[src/rtl/lsd_cfg.svh]
`ifndef LSD_CFG_SVH
`define LSD_CFG_SVH

// Bus and pin dimensions
`define LSD_ADDR_W 8
`define LSD_DATA_W 16
`define LSD_NUM_SEG 65
`define LSD_NUM_COM 4

// Register offsets (byte addresses on the local port)
`define LSD_OFF_DATA_FIRST 8'h00
`define LSD_OFF_DATA_LAST 8'h40
`define LSD_OFF_SEGSEL_BASE 8'h60
`define LSD_SEGSEL_LAST_IDX 3'h4
`define LSD_OFF_DCFG 8'h70
`define LSD_OFF_BCFG 8'h72
`define LSD_OFF_DCTL 8'h74
`define LSD_OFF_STAT 8'h76

// Reset values
`define LSD_DCFG_RST 5'h00
`define LSD_BCFG_RST 3'h0

// Bias generator mode that takes an external supply
`define LSD_BIAS_EXT 2'h3

// Drive levels on a pin: ground, then rising bias steps
`define LSD_LVL_VSS 2'h0
`define LSD_LVL_V1 2'h1
`define LSD_LVL_V2 2'h2
`define LSD_LVL_V3 2'h3

// Frame timing: one waveform step at the slowest frame rate
`define LSD_STEP_NS 1953120
`define LSD_CLK_NS 10
`define LSD_STEP_CYCLES (`LSD_STEP_NS / `LSD_CLK_NS)

`endif

[src/rtl/lsd_pkg.sv]
package lsd_pkg;
    `include "lsd_cfg.svh"

    // Display-mode field of display_control_reg
    typedef enum logic [1:0] {
        LSD_STOP = 2'b00,
        LSD_NORMAL = 2'b01,
        LSD_BLANK = 2'b10,
        LSD_ALLON = 2'b11
    } lsd_mode_t;

    // display_config_reg layout
    typedef struct packed {
        logic [1:0] freqSel;
        logic ledMode;
        logic waveB;
        logic duty4;
    } lsd_dcfg_t;

    // bias_config_reg layout
    typedef struct packed {
        logic biasOn;
        logic [1:0] biasMode;
    } lsd_bcfg_t;

    // One common or segment pin
    typedef struct packed {
        logic oe;
        logic [1:0] level;
    } lsd_pin_t;

    // Register port request
    typedef struct packed {
        logic [`LSD_ADDR_W-1:0] addr;
        logic [`LSD_DATA_W-1:0] wdata;
        logic wr;
        logic rd;
    } lsd_bus_t;
endpackage

[src/rtl/lsd_driver.sv]
`timescale 1ns/1ns
// Summary of operation
// - Reset stops bias and driver; all common and segment pins float.
// - Selected segment pins drive ground until the display is enabled.
// - Config sets frame rate and duty; used commons drive ground while stopped.
// - Supports 1/3 and 1/4 duty and LCD waveform types A and B.
// - LED drive mode works at both duties and uses waveform type A only.
// - A non-stop display mode starts waveforms on all configured pins.
// - Mode 00 means stopped; segment selection changes only while stopped.
// - Data bit 0 picks the drive-off waveform, 1 the drive-on waveform.
`include "lsd_cfg.svh"
module lsd_driver #(
    parameter int NUM_SEG = `LSD_NUM_SEG,
    parameter int NUM_COM = `LSD_NUM_COM,
    parameter int STEP_CYCLES = `LSD_STEP_CYCLES
) (
    // Clock and reset
    input wire logic mclk,
    input wire logic sys_rst,
    // Register port
    input wire lsd_pkg::lsd_bus_t bus,
    output logic [`LSD_DATA_W-1:0] rdata,
    // Bias generator control
    output logic biasEnable,
    output logic [1:0] biasMode,
    // Display pins
    output lsd_pkg::lsd_pin_t [NUM_COM-1:0] comPin,
    output lsd_pkg::lsd_pin_t [NUM_SEG-1:0] segPin,
    output logic displayOn
);
    import lsd_pkg::*;

    localparam int DW = `LSD_DATA_W;

    // Display data storage, undefined until software loads it
    logic [NUM_COM-1:0] dispData [0:NUM_SEG-1];
    logic [NUM_SEG-1:0] segSel;
    logic [NUM_SEG-1:0] next_segSel;
    lsd_dcfg_t dcfg;
    lsd_dcfg_t next_dcfg;
    lsd_bcfg_t bcfg;
    lsd_bcfg_t next_bcfg;
    lsd_mode_t mode;
    lsd_mode_t next_mode;
    logic configured;
    logic next_configured;
    logic [DW-1:0] next_rdata;

    // Frame-phase state
    logic [23:0] divCnt;
    logic [23:0] next_divCnt;
    logic [1:0] slot;
    logic [1:0] next_slot;
    logic pol;
    logic next_pol;

    // Pin values built from next state, so pins move with the registers
    wire lsd_pin_t [NUM_COM-1:0] next_comPin;
    wire lsd_pin_t [NUM_SEG-1:0] next_segPin;
    logic nextRunning;
    logic [1:0] nextLastSlot;

    // Address decode
    logic running;
    logic hitData;
    logic hitSegSel;
    logic [2:0] segIdx;
    logic [23:0] stepLimit;
    logic [1:0] lastSlot;
    logic useB;

    assign running = (mode != LSD_STOP);
    assign hitData = (bus.addr <= `LSD_OFF_DATA_LAST);
    assign segIdx = bus.addr[3:1];
    assign hitSegSel = (bus.addr[7:4] == `LSD_OFF_SEGSEL_BASE >> 4) && !bus.addr[0]
                       && (segIdx <= `LSD_SEGSEL_LAST_IDX);
    assign stepLimit = 24'(STEP_CYCLES) >> dcfg.freqSel;
    assign lastSlot = dcfg.duty4 ? 2'h3 : 2'h2;
    assign useB = dcfg.waveB && !dcfg.ledMode;
    assign nextRunning = (next_mode != LSD_STOP);
    assign nextLastSlot = next_dcfg.duty4 ? 2'h3 : 2'h2;

    // Display data writes, low NUM_COM bits of the port
    always_ff @(posedge mclk) begin
        if (bus.wr && hitData) begin
            dispData[bus.addr[6:0]] <= bus.wdata[NUM_COM-1:0];
        end
    end

    // Control register next values and read mux
    always_comb begin
        next_segSel = segSel;
        next_dcfg = dcfg;
        next_bcfg = bcfg;
        next_mode = mode;
        next_configured = configured;
        next_rdata = '0;
        if (bus.wr) begin
            if (hitSegSel && !running) begin
                for (int i = 0; i < 4; i++) begin
                    if (segIdx == 3'(i)) begin
                        next_segSel[16*i +: 16] = bus.wdata;
                    end
                end
                if (segIdx == `LSD_SEGSEL_LAST_IDX) begin
                    next_segSel[NUM_SEG-1] = bus.wdata[0];
                end
            end
            if (bus.addr == `LSD_OFF_DCFG) begin
                next_dcfg = bus.wdata[4:0];
                next_configured = 1'b1;
            end
            if (bus.addr == `LSD_OFF_BCFG) begin
                next_bcfg = {bus.wdata[4], bus.wdata[1:0]};
            end
            if (bus.addr == `LSD_OFF_DCTL) begin
                next_mode = lsd_mode_t'(bus.wdata[1:0]);
            end
        end
        if (bus.rd) begin
            if (hitData) begin
                next_rdata = DW'(dispData[bus.addr[6:0]]);
            end else if (hitSegSel) begin
                if (segIdx == `LSD_SEGSEL_LAST_IDX) begin
                    next_rdata = DW'(segSel[NUM_SEG-1]);
                end else begin
                    next_rdata = segSel[16*segIdx +: 16];
                end
            end else if (bus.addr == `LSD_OFF_DCFG) begin
                next_rdata = DW'(dcfg);
            end else if (bus.addr == `LSD_OFF_BCFG) begin
                next_rdata = DW'({bcfg.biasOn, 2'h0, bcfg.biasMode});
            end else if (bus.addr == `LSD_OFF_DCTL) begin
                next_rdata = DW'(mode);
            end else if (bus.addr == `LSD_OFF_STAT) begin
                next_rdata = DW'({configured, pol, slot, running});
            end
        end
    end

    // Control registers
    always_ff @(posedge mclk or posedge sys_rst) begin
        if (sys_rst) begin
            segSel <= '0;
            dcfg <= `LSD_DCFG_RST;
            bcfg <= `LSD_BCFG_RST;
            mode <= LSD_STOP;
            configured <= 1'b0;
            rdata <= '0;
        end else begin
            segSel <= next_segSel;
            dcfg <= next_dcfg;
            bcfg <= next_bcfg;
            mode <= next_mode;
            configured <= next_configured;
            rdata <= next_rdata;
        end
    end

    // Frame-phase counter: type A flips polarity each step, B each frame
    always_comb begin
        next_divCnt = divCnt;
        next_slot = slot;
        next_pol = pol;
        if (!running) begin
            next_divCnt = '0;
            next_slot = '0;
            next_pol = 1'b0;
        end else if (divCnt >= stepLimit - 24'h1) begin
            next_divCnt = '0;
            if (!useB) begin
                next_pol = !pol;
                if (pol) begin
                    next_slot = (slot == lastSlot) ? 2'h0 : slot + 2'h1;
                end
            end else begin
                next_slot = (slot == lastSlot) ? 2'h0 : slot + 2'h1;
                if (slot == lastSlot) begin
                    next_pol = !pol;
                end
            end
        end else begin
            next_divCnt = divCnt + 24'h1;
        end
    end

    always_ff @(posedge mclk or posedge sys_rst) begin
        if (sys_rst) begin
            divCnt <= '0;
            slot <= '0;
            pol <= 1'b0;
        end else begin
            divCnt <= next_divCnt;
            slot <= next_slot;
            pol <= next_pol;
        end
    end

    // One drive cell per common, fed from the next frame phase
    for (genvar i = 0; i < NUM_COM; i++) begin : gen_com
        lsd_com_cell #(
            .IDX(i)
        ) lsd_com_cell_inst (
            .slot(next_slot),
            .pol(next_pol),
            .lastSlot(nextLastSlot),
            .configured(next_configured),
            .running(nextRunning),
            .ledMode(next_dcfg.ledMode),
            .pin(next_comPin[i])
        );
    end

    // One drive cell per segment; data writes reach the pins one edge later
    for (genvar j = 0; j < NUM_SEG; j++) begin : gen_seg
        lsd_seg_cell #(
            .NUM_COM(NUM_COM)
        ) lsd_seg_cell_inst (
            .sel(next_segSel[j]),
            .data(dispData[j]),
            .slot(next_slot),
            .pol(next_pol),
            .mode(next_mode),
            .ledMode(next_dcfg.ledMode),
            .pin(next_segPin[j])
        );
    end

    // Pin and bias outputs
    always_ff @(posedge mclk or posedge sys_rst) begin
        if (sys_rst) begin
            comPin <= '0;
            segPin <= '0;
            biasEnable <= 1'b0;
            biasMode <= 2'h0;
            displayOn <= 1'b0;
        end else begin
            comPin <= next_comPin;
            segPin <= next_segPin;
            biasEnable <= next_bcfg.biasOn && (next_bcfg.biasMode != `LSD_BIAS_EXT);
            biasMode <= next_bcfg.biasMode;
            displayOn <= (next_mode != LSD_STOP);
        end
    end
endmodule // lsd_driver

module lsd_com_cell #(
    parameter int IDX = 0
) (
    // Frame phase
    input wire logic [1:0] slot,
    input wire logic pol,
    // Configuration
    input wire logic [1:0] lastSlot,
    input wire logic configured,
    input wire logic running,
    input wire logic ledMode,
    // Pin drive
    output lsd_pkg::lsd_pin_t pin
);
    import lsd_pkg::*;

    logic sel;

    assign sel = (slot == 2'(IDX));

    // Used commons drive ground while stopped once configured, then the frame pattern
    always_comb begin
        pin = '{oe: 1'b0, level: `LSD_LVL_VSS};
        if (2'(IDX) <= lastSlot && configured) begin
            pin.oe = 1'b1;
            if (running) begin
                if (ledMode) begin
                    pin.level = sel ? `LSD_LVL_V3 : `LSD_LVL_VSS;
                end else if (sel) begin
                    pin.level = pol ? `LSD_LVL_VSS : `LSD_LVL_V3;
                end else begin
                    pin.level = pol ? `LSD_LVL_V2 : `LSD_LVL_V1;
                end
            end
        end
    end
endmodule // lsd_com_cell

module lsd_seg_cell #(
    parameter int NUM_COM = 4
) (
    // Segment state
    input wire logic sel,
    input wire logic [NUM_COM-1:0] data,
    // Frame phase
    input wire logic [1:0] slot,
    input wire logic pol,
    // Configuration
    input wire lsd_pkg::lsd_mode_t mode,
    input wire logic ledMode,
    // Pin drive
    output lsd_pkg::lsd_pin_t pin
);
    import lsd_pkg::*;

    logic on;

    // Drive-on or drive-off choice for the current common
    always_comb begin
        unique case (mode)
            LSD_STOP: on = 1'b0;
            LSD_NORMAL: on = data[slot];
            LSD_BLANK: on = 1'b0;
            LSD_ALLON: on = 1'b1;
        endcase
    end

    // Selected segments sit at ground until the display runs
    always_comb begin
        pin = '{oe: sel, level: `LSD_LVL_VSS};
        if (mode != LSD_STOP && sel) begin
            if (ledMode) begin
                pin.level = on ? `LSD_LVL_V3 : `LSD_LVL_VSS;
            end else if (on) begin
                pin.level = pol ? `LSD_LVL_V3 : `LSD_LVL_VSS;
            end else begin
                pin.level = pol ? `LSD_LVL_V1 : `LSD_LVL_V2;
            end
        end
    end
endmodule // lsd_seg_cell

[config.mk]
export PLATFORM = sky130hd
export DESIGN_NAME = lsd_driver
export DESIGN_NICKNAME = d
export VERILOG_FILES = /design/src/rtl/lsd_pkg.sv /design/src/rtl/lsd_driver.sv
export VERILOG_INCLUDE_DIRS = /design/src /design/src/rtl
export SDC_FILE = /design/constraint.sdc
export NUM_CORES = 1
export LEC_CHECK = 0
export ABC_AREA = 1
export BUFFER_PORTS_ARGS = -buffer_cell sky130_fd_sc_hd__buf_4
export CORE_UTILIZATION = 60
export DETAILED_ROUTE_END_ITERATION = 10
export GPL_ROUTABILITY_DRIVEN = 0
export PLACE_DENSITY = 0.79
export SLEW_MARGIN = 10
export SYNTH_ARGS = -nofsm -noshare
export SYNTH_HDL_FRONTEND = slang
export SYNTH_HIERARCHICAL = 1
export SYNTH_SLANG_ARGS = --single-unit
[constraint.sdc]
create_clock -name mclk -period 11.4 [get_ports mclk]
set_input_delay 0.57 -clock mclk [delete_from_list [all_inputs] [get_ports mclk]]
set_output_delay 0.57 -clock mclk [all_outputs]
set_load 0.05 [all_outputs]
* Yosys cells after proc, flatten, opt, wreduce, memory -nomap -nowiden *
Memory sizes are Yosys's and may differ from the RTL's.
Cells that the tools add are included.

word-level totals
  register bits after elaboration = 328
  bits in writable memories = 260
  output and inout bits = 227
  logic and storage cells = 787
  memories = 1

cells by class
  add/sub/neg operators = 3
  order comparisons = 8
  eq/ne operators = 17
  shift-type cells = 2
  mux-type cells = 517
  reduce and logical (&&, ||, !) cells = 86

memory list
  name      words  width  read ports  clocked after Yosys merged registers in  write ports  line              source
  dispData  65     4      66          0                                        1            lsd_driver.sv:36  logic [NUM_COM-1:0] dispData [0:NUM_SEG-1];

operators with widths
  operator                 count
  $mux W2                  287
  $pmux W1 S3              65
  $bmux W1 S2              65
  $mux W65                 2
  $mux W16                 8
  $mux W1                  76
  $logic_and A1 B1 Y1      75
  $shiftx A65 B8 Y16       1
  $mux W24                 2
  $eq A8 B7 Y1 const B     4
  $add A24 B1 Y24 const B  1
  $ge A24 B24 Y1           1
  $mux W3                  8
  $shr A18 B2 Y24 const A  1
  $sub A24 B1 Y24 const B  1
  $mux W5                  4
  $eq A2 B2 Y1 const B     4
  $le A8 B7 Y1 const B     1
  $eq A3 B2 Y1 const B     2
  $eq A2 B1 Y1 const B     2
  $eq A4 B3 Y1 const B     1
  $le A1 B2 Y1 const A     2
  $le A2 B2 Y1 const A     2
  $logic_not A1 Y1         4
  other kinds (12)         14

* Longest topological paths before layout *
Gate-level depths: netlist of the first run.

  depth in word-level cells = 13
  depth in mapped cells = 23
  mapped depth without buffers = 23

* By module *
The synthesis of the first run kept the hierarchy.

modules (own cells, without submodules)
  module                                       instances  cells an instance  area each (sq um)
  lsd_driver                                   1          2927               32778.9
  lsd_seg_cell                                 65         30                 151.4
  lsd_com_cell (gen_com[1].lsd_com_cell_inst)  1          20                 87.6
  lsd_com_cell (gen_com[2].lsd_com_cell_inst)  1          18                 72.6
  lsd_com_cell (gen_com[3].lsd_com_cell_inst)  1          15                 63.8
  lsd_com_cell (gen_com[0].lsd_com_cell_inst)  1          14                 60.1

* Least setup slack after synthesis of the first run *
Ideal clock, no wire load.

  kind = input port to flip-flop
  start = input bus[22] (netlist name)
  end = register dcfg[2] (netlist name)
  arrival time = 18485 ps
  setup slack = -8967 ps
  stages on the path = 7
  path buffers = 1
  cells stage by stage = inv_1 > nor3_1 > nand2_1 > inv_1 > nand2_1 > buf_2 > o21ai_0

RTL lines
  item                    line               source
  start: declaration      lsd_driver.sv:21   input wire lsd_pkg::lsd_bus_t bus,
  end signal: assignment  lsd_driver.sv:145  dcfg <= `LSD_DCFG_RST;
  end signal: assignment  lsd_driver.sv:152  dcfg <= next_dcfg;
  end: declaration        lsd_driver.sv:39   lsd_dcfg_t dcfg;

==> run metrics, run 1 <==
status completed; number of global-route vias before repair 32.1k; Core Region 70400 µm²; layout cells sized above 1 about 15%; Syn Area/Cell 8.68 µm²; # port buffers 254; Area after DPL 46200 µm²; fin util approximately 70%; CTS Root Cell clkbuf_16; commonest non-fill, non-tap cell in the layout nand2_1; postcts setup bufs 0; Critical Path AT 5.58 ns; Cell variety after synth between 50 and 60; IO Pins about 260; largest net degree at the start of global routing 171; Routed WL per cell 17.9 µm; htree depth 3; initial antenna violation count 4; RSZ-0062 raised after global routing no; final setup violation count 0; most frequent cells in the layout 1654 x nand2_1, 785 x inv_1, 512 x edfxtp_1; Cell Rows 97; Design Area, Final approximately 49000 µm²; Iteration-0 DRC Markers 3909; worst path cell trace nor2_1, inv_1, ha_1, nand2_1, inv_1, o21ai_0, nand2_1, a21oi_1, nand2_1, nor2_1, nand2_2, nand2_1, o21ai_0, nor2_4, buf_4, buf_4, nand2_1, nand3_2, nand2_1, nand2_1, nand3_1, nand2_1, inv_1; period utilisation layout 44.2%; CTS resizes 0; Via Count between 30k and 40k; Vias per Instance 5.35; final std cells w/o fill 6417; pre-CTS setup slack 6.53 ns; maximum root-to-sink buffer count 3; CP startpoint dcfg[3]; Hold Buf Count CTS 0; Synth Cell Area 42900 µm²; min setup slack post-route 6.36 ns; die area 72600 µm²; drc violations 0; Leak 0.0259 µW; hpwl dp 74.5 mm; area leader, netlist edfxtp_1; TritonRoute pass-1 iters 6; Crit-path slowest cell buf_4; Slew HR between 20% and 30%; clock slew seen by the registers of the worst setup and hold paths around 0.060 ns; Area growth syn-to-layout 14.7%; skew final 0.0362 ns; critical path endpoint category flip-flop; fin nets 5448; Synth area leaders edfxtp_1 36%, dfrtp_1 19%, nand2_1 14%; total clock sinks 840; Fin. Hold Viols 0; clock insertion delay at the later pin of the skew report 0.66 ns; Reg2Reg Setup Slack 6.36 ns; crit-path max cell delay 1.00 ns; Max Clock Freq 198 MHz; post-synth top area share 35.8%; Power per Cell Area about 170 nW/µm²; synth warn 6; Final min period between 5 and 6 ns; launching point of the worst reg2reg path dcfg[3]; peak supply drop about 0.16 mV; HP Class input pin to async pin; CTS tree yes; global-route usage over all layers 31.8%; Slew Limit Fails 0; Max Fanout on Critical Path 103; most used cell along the critical path nand2_1; Max Cap Violations 0; sequential area share after synthesis 55.0%; die height 269 µm; GR Overflow Total 0; first-pass GRT wire length between 150 and 200 mm; die width 269 µm; placed insts 6248; Starting Density around three fifths; required time of the critical path between 10 and 15 ns; Tightest Pin Transition 1.18 ns; antenna violation net count after detailed routing 0; cts bufs inserted 89; # fillers 5466; setup TNS 0 ns; cells after synthesis 4944; Worst Path Class, Setup flip-flop to flip-flop; critical path launch point type flip-flop; FF+latch count, synth 840; DRT Wirelength between 100 and 150 mm
stage by stage:
stage	hold WS, ns	power (µW)
global route	0.120	8710
finish	0.0451	8350
global placement	0.476	5370
floorplan	0.455	5230
detailed placement	0.486	5420
CTS	0.0813	8340
synthesized netlist by cell type, drive strengths merged:
| library cell | n |
|---|---|
| ha | 21 |
| o21a | 66 |
| a31o | 1 |
| nor3 | 10 |
| xnor2 | 5 |
| nor3b | 3 |
| o22ai | 4 |
| nand4 | 22 |
| and2 | 1 |
| o21ai | 235 |
| a21boi | 1 |
| mux2 | 1 |
| dfrtp | 328 |
| and3 | 1 |
| clkbuf | 25 |
| o21bai | 13 |
| nor4 | 4 |
| inv | 797 |
| o211ai | 1 |
| clkinv | 2 |
| o31ai | 1 |
| nor2 | 462 |
| edfxtp | 512 |
| xor2 | 7 |
| a31oi | 12 |
| o32ai | 1 |
| nand3 | 484 |
| conb | 2 |
| a21oi | 80 |
| mux2i | 1 |
| a22oi | 13 |
| nand2 | 1661 |
| buf | 164 |
| a21o | 1 |
| o221ai | 2 |
worst max-delay path: cells and delay by family, from the launching register on:
family / cells / cell delay (ns)
compound gates: 3 / 0.38
fa+ha+maj: 1 / 0.29
simple gates: 14 / 1.74
buf+inv: 5 / 1.95
flops: 1 / 0.45
flip-flops by register name, summed over array words and instances, names as in the netlist:
name        flops
configured      1
dispData      512
segSel         65
mode            2
pol             1
biasMode        2
bcfg            1
segPin        195
divCnt         24
rdata          16
biasEnable      1
comPin         12
slot            2
displayOn       1
dcfg            5
cell type report:
class	count	area [µm²]	share of cell area, %
antenna	2	5.00	0.0102
clock buffer	120	2520	5.12
clock inverter	47	468	0.951
inverter	799	3030	6.15
multi-input combinational	3378	16200	32.9
sequential	840	23600	47.9
tap	940	1180	2.39
timing repair buffer	291	2220	4.50
path summary, 6_finish.rpt:
path                               end  cells past startpoint
min                         segPin[38]                      2
max                        segPin[136]                     23
max reg2reg                segPin[136]                     23
min in group mclk             rdata[1]                      3
max in group asynchronous  segPin[193]                      3
min reg2reg                  divCnt[0]                      1
report_power, final:
group | internal [µW] | switching, µW | leakage [µW] | total [µW]
clock network | 1720 | 1230 | 0.00146 | 2940
logic | 539 | 1430 | 0.0151 | 1970
registers | 3380 | 64.8 | 0.00930 | 3440
total | 5630 | 2720 | 0.0259 | 8350
layer usage:
metal	global-route usage, %	up-vias	share of wire, %
met4	13.0	2	3.9
met3	6.54	280	11
met5	0	-	0.015
met2	49.7	1755	46
li1	-	16200	-
met1	43.4	16000	40
kinds of logic after synthesis:
| logic type | Yosys count | share of synthesized area (%) |
|---|---|---|
| compound gates | 431 | 6.82 |
| xor+xnor | 12 | 0.245 |
| fa+ha+maj | 21 | 0.612 |
| buf+inv | 988 | 9.66 |
| flops | 840 | 55.0 |
| mux | 2 | 0.0496 |
| other cells | 2 | 0.0175 |
| simple gates | 2648 | 27.6 |
Note: power is estimated with default switching activity, not from simulation.
==> run 2, diff against run 1 <==
--- a/config.mk
+++ b/config.mk
@@ -8,10 +8,10 @@
 export LEC_CHECK = 0
 export ABC_AREA = 1
 export BUFFER_PORTS_ARGS = -buffer_cell sky130_fd_sc_hd__buf_4
-export CORE_UTILIZATION = 60
+export CORE_UTILIZATION = 56
 export DETAILED_ROUTE_END_ITERATION = 10
 export GPL_ROUTABILITY_DRIVEN = 0
-export PLACE_DENSITY = 0.79
+export PLACE_DENSITY = 0.77
 export SLEW_MARGIN = 10
 export SYNTH_ARGS = -nofsm -noshare
 export SYNTH_HDL_FRONTEND = slang
==> constraint.sdc (replaced) <==
create_clock -name mclk -period 4.33 [get_ports mclk]
set_input_delay 0.2165 -clock mclk [delete_from_list [all_inputs] [get_ports mclk]]
set_output_delay 0.2165 -clock mclk [all_outputs]
set_load 0.05 [all_outputs]
==> run metrics, run 2 (synthesized netlist as in run 1, its figures left out) <==
clock insertion delay at the later pin of the skew report 0.65 ns (about the same); Iteration-0 DRC Markers 3670 (-6.1%); max FFs per register 512 (unchanged); first-pass GRT wire length 180 mm (+0.15%); Slew Limit Fails 0 (unchanged); critical path endpoint category flip-flop; htree depth 3 (unchanged); die area 77700 µm² (+7.1%); Via Count 34.1k (-0.50%); min setup slack post-route 0.693 ns (-5.67 ns); postcts setup bufs 0 (unchanged); drc violations 0 (unchanged); CTS tree yes; initial antenna violation count 3 (-1); maximum root-to-sink buffer count 3 (unchanged); register share of total power 40.8% (-0.4 points); required time of the critical path 4.87 ns (-7.07 ns); DRT Wirelength 115 mm (+0.19%); final setup violation count 0 (unchanged); worst path cell trace inv_1, nor2_2, inv_1, ha_1, nand2_1, inv_1, o21ai_0, nand2_1, a21oi_1, nand2_1, nor2_2, nand2_2, nand2_1, o21ai_0, nor2_4, buf_12, inv_1, nand2_1, nand3_2, nand3_2, nand3_1, nand2_1, inv_1; Max Cap Violations 0 (unchanged); HP Class input pin to flip-flop; CTS Root Cell clkbuf_16; Max Fanout on Critical Path 65 (-37%); Slew HR 18.9% (-1.7 points); layout cells sized above 1 15.6% (+0.70 points); peak supply drop 0.303 mV (+88%); clock slew seen by the registers of the worst setup and hold paths 0.06 ns (about the same); Cell Rows 101 (+4.1%); die height 279 µm (+3.5%); WP buf/inv 6 (+1); Power per Cell Area 445 nW/µm² (+160%); skew final 0.0259 ns (-0.0103 ns); Switching Fraction 32.2% (-0.32 points); Fin. Hold Viols 0 (unchanged); Final min period 3.64 ns (-1.40 ns); cts bufs inserted 90 (+1.1%); Max Clock Freq 275 MHz (+39%); total clock sinks 840 (unchanged); Leak 0.0263 µW (+1.6%); period utilisation layout 84.0% (+40 points); Critical Path AT 4.18 ns (-1.40 ns); Area growth syn-to-layout 16.4%; largest net degree at the start of global routing 156 (-8.8%); # port buffers 254 (unchanged); clock network power share 35.2% (about the same); pre-CTS setup slack 0.763 ns (-5.76 ns); GR Overflow Total 0 (unchanged); TritonRoute pass-1 iters 5 (-1); Comb power frac 24.0% (+0.5 points); Crit-path slowest cell dfrtp_1; setup TNS 0 ns (unchanged); crit-path max cell delay 0.47 ns (-0.53 ns); NetSw 7160 µW (+160%); commonest non-fill, non-tap cell in the layout nand2_1; Fin Hold WS 0.0224 ns (-0.0227 ns); antenna violation net count after detailed routing 0 (unchanged); Routed WL per cell 17.7 µm (-1.1%); most frequent cells in the layout 1654 x nand2_1, 783 x inv_1, 512 x edfxtp_1; Worst Path Class, Setup flip-flop to flip-flop; Tightest Pin Transition 1.21 ns (+0.0334 ns); die width 279 µm (+3.5%); RSZ-0062 raised after global routing no; IO Pins 255 (unchanged); cell-internal power 15100 µW (+170%); Vias per Instance 5.25 (-1.8%); Crit path max-delay family simple AND/OR/NAND/NOR gates; critical path launch point type flip-flop; status completed; n_diodes 0 (-2); hpwl dp 76.1 mm (+2.2%); Starting Density 56.6% (-4.4 points); most used cell along the critical path nand2_1; Core Region 75800 µm² (+7.7%); global-route usage over all layers 29.8% (-2.0 points); fin nets 5499 (+0.94%); number of global-route vias before repair 32.6k (+1.4%)
## run 2: metal layers
metal,track usage (%),routed length [µm]
met1,40.0,46600
met2,48.0,53900
met3,5.24,10300
met4,12.1,4510
met5,0,26
## run 2: cell type report
cell class	instances	area, µm²
Inverter	799	3020
Multi-Input combinational cell	3378	16200
Sequential cell	840	23600
Fill cell	5969	25900
Clock buffer	117	2520
Timing Repair Buffer	341	2900
Tap cell	978	1220
Clock inverter	49	493
## run 2: per-stage QoR
stage	total power (µW)	std cells	instance area [µm²]	util, %
after floorplan	13100	5206	44000	-
after global placement	14300	6323	46800	61.7
after detailed placement	14500	6323	46800	61.7
after CTS	22300	6502	49900	65.9
after global routing	23200	6502	49900	65.9
final	22200	6502	49900	65.9
## run 2: path summary, 6_finish.rpt
path | endpoint | startpoint | depth (start not counted) | slack, ns
max in group asynchronous | segPin[171] | sys_rst | 4 | 2.88
worst min-delay path | segPin[137] | bus[15] | 3 | 0.02
worst min register to register | divCnt[0] | divCnt[0] | 1 | 0.51
min in group asynchronous | segSel[59] | sys_rst | 3 | 0.25
worst max register to register | segPin[136] | dcfg[3] | 23 | 0.69
worst max-delay path | segPin[136] | dcfg[3] | 23 | 0.69
## run 2: worst register-to-register path, stage by stage (launching register included)
cell and delay [ns]:
dfrtp_1 0.47, inv_1 0.16, nor2_2 0.17, inv_1 0.06
ha_1 0.18, nand2_1 0.06, inv_1 0.04, o21ai_0 0.13
nand2_1 0.07, a21oi_1 0.12, nand2_1 0.08, nor2_2 0.13
nand2_2 0.14, nand2_1 0.08, o21ai_0 0.14, nor2_4 0.46
buf_12 0.36, inv_1 0.10, nand2_1 0.11, nand3_2 0.13
nand3_2 0.10, nand3_1 0.09, nand2_1 0.09, inv_1 0.04
## run 2: what timing repair did
item / CTS / global route
resized for setup: 0 / 0
hold buffers: 13 / 0
endpoints found under the hold margin: 83 / 0
## run 2: power groups by stage
stage | sequential, µW | combinational, µW | clock (µW)
finish | 9060 | 5340 | 7830
global route | 9090 | 5880 | 8220
CTS | 9060 | 5300 | 7910
detailed placement | 9220 | 5260 | 0
global placement | 9200 | 5120 | 0
floorplan | 9480 | 3660 | 0
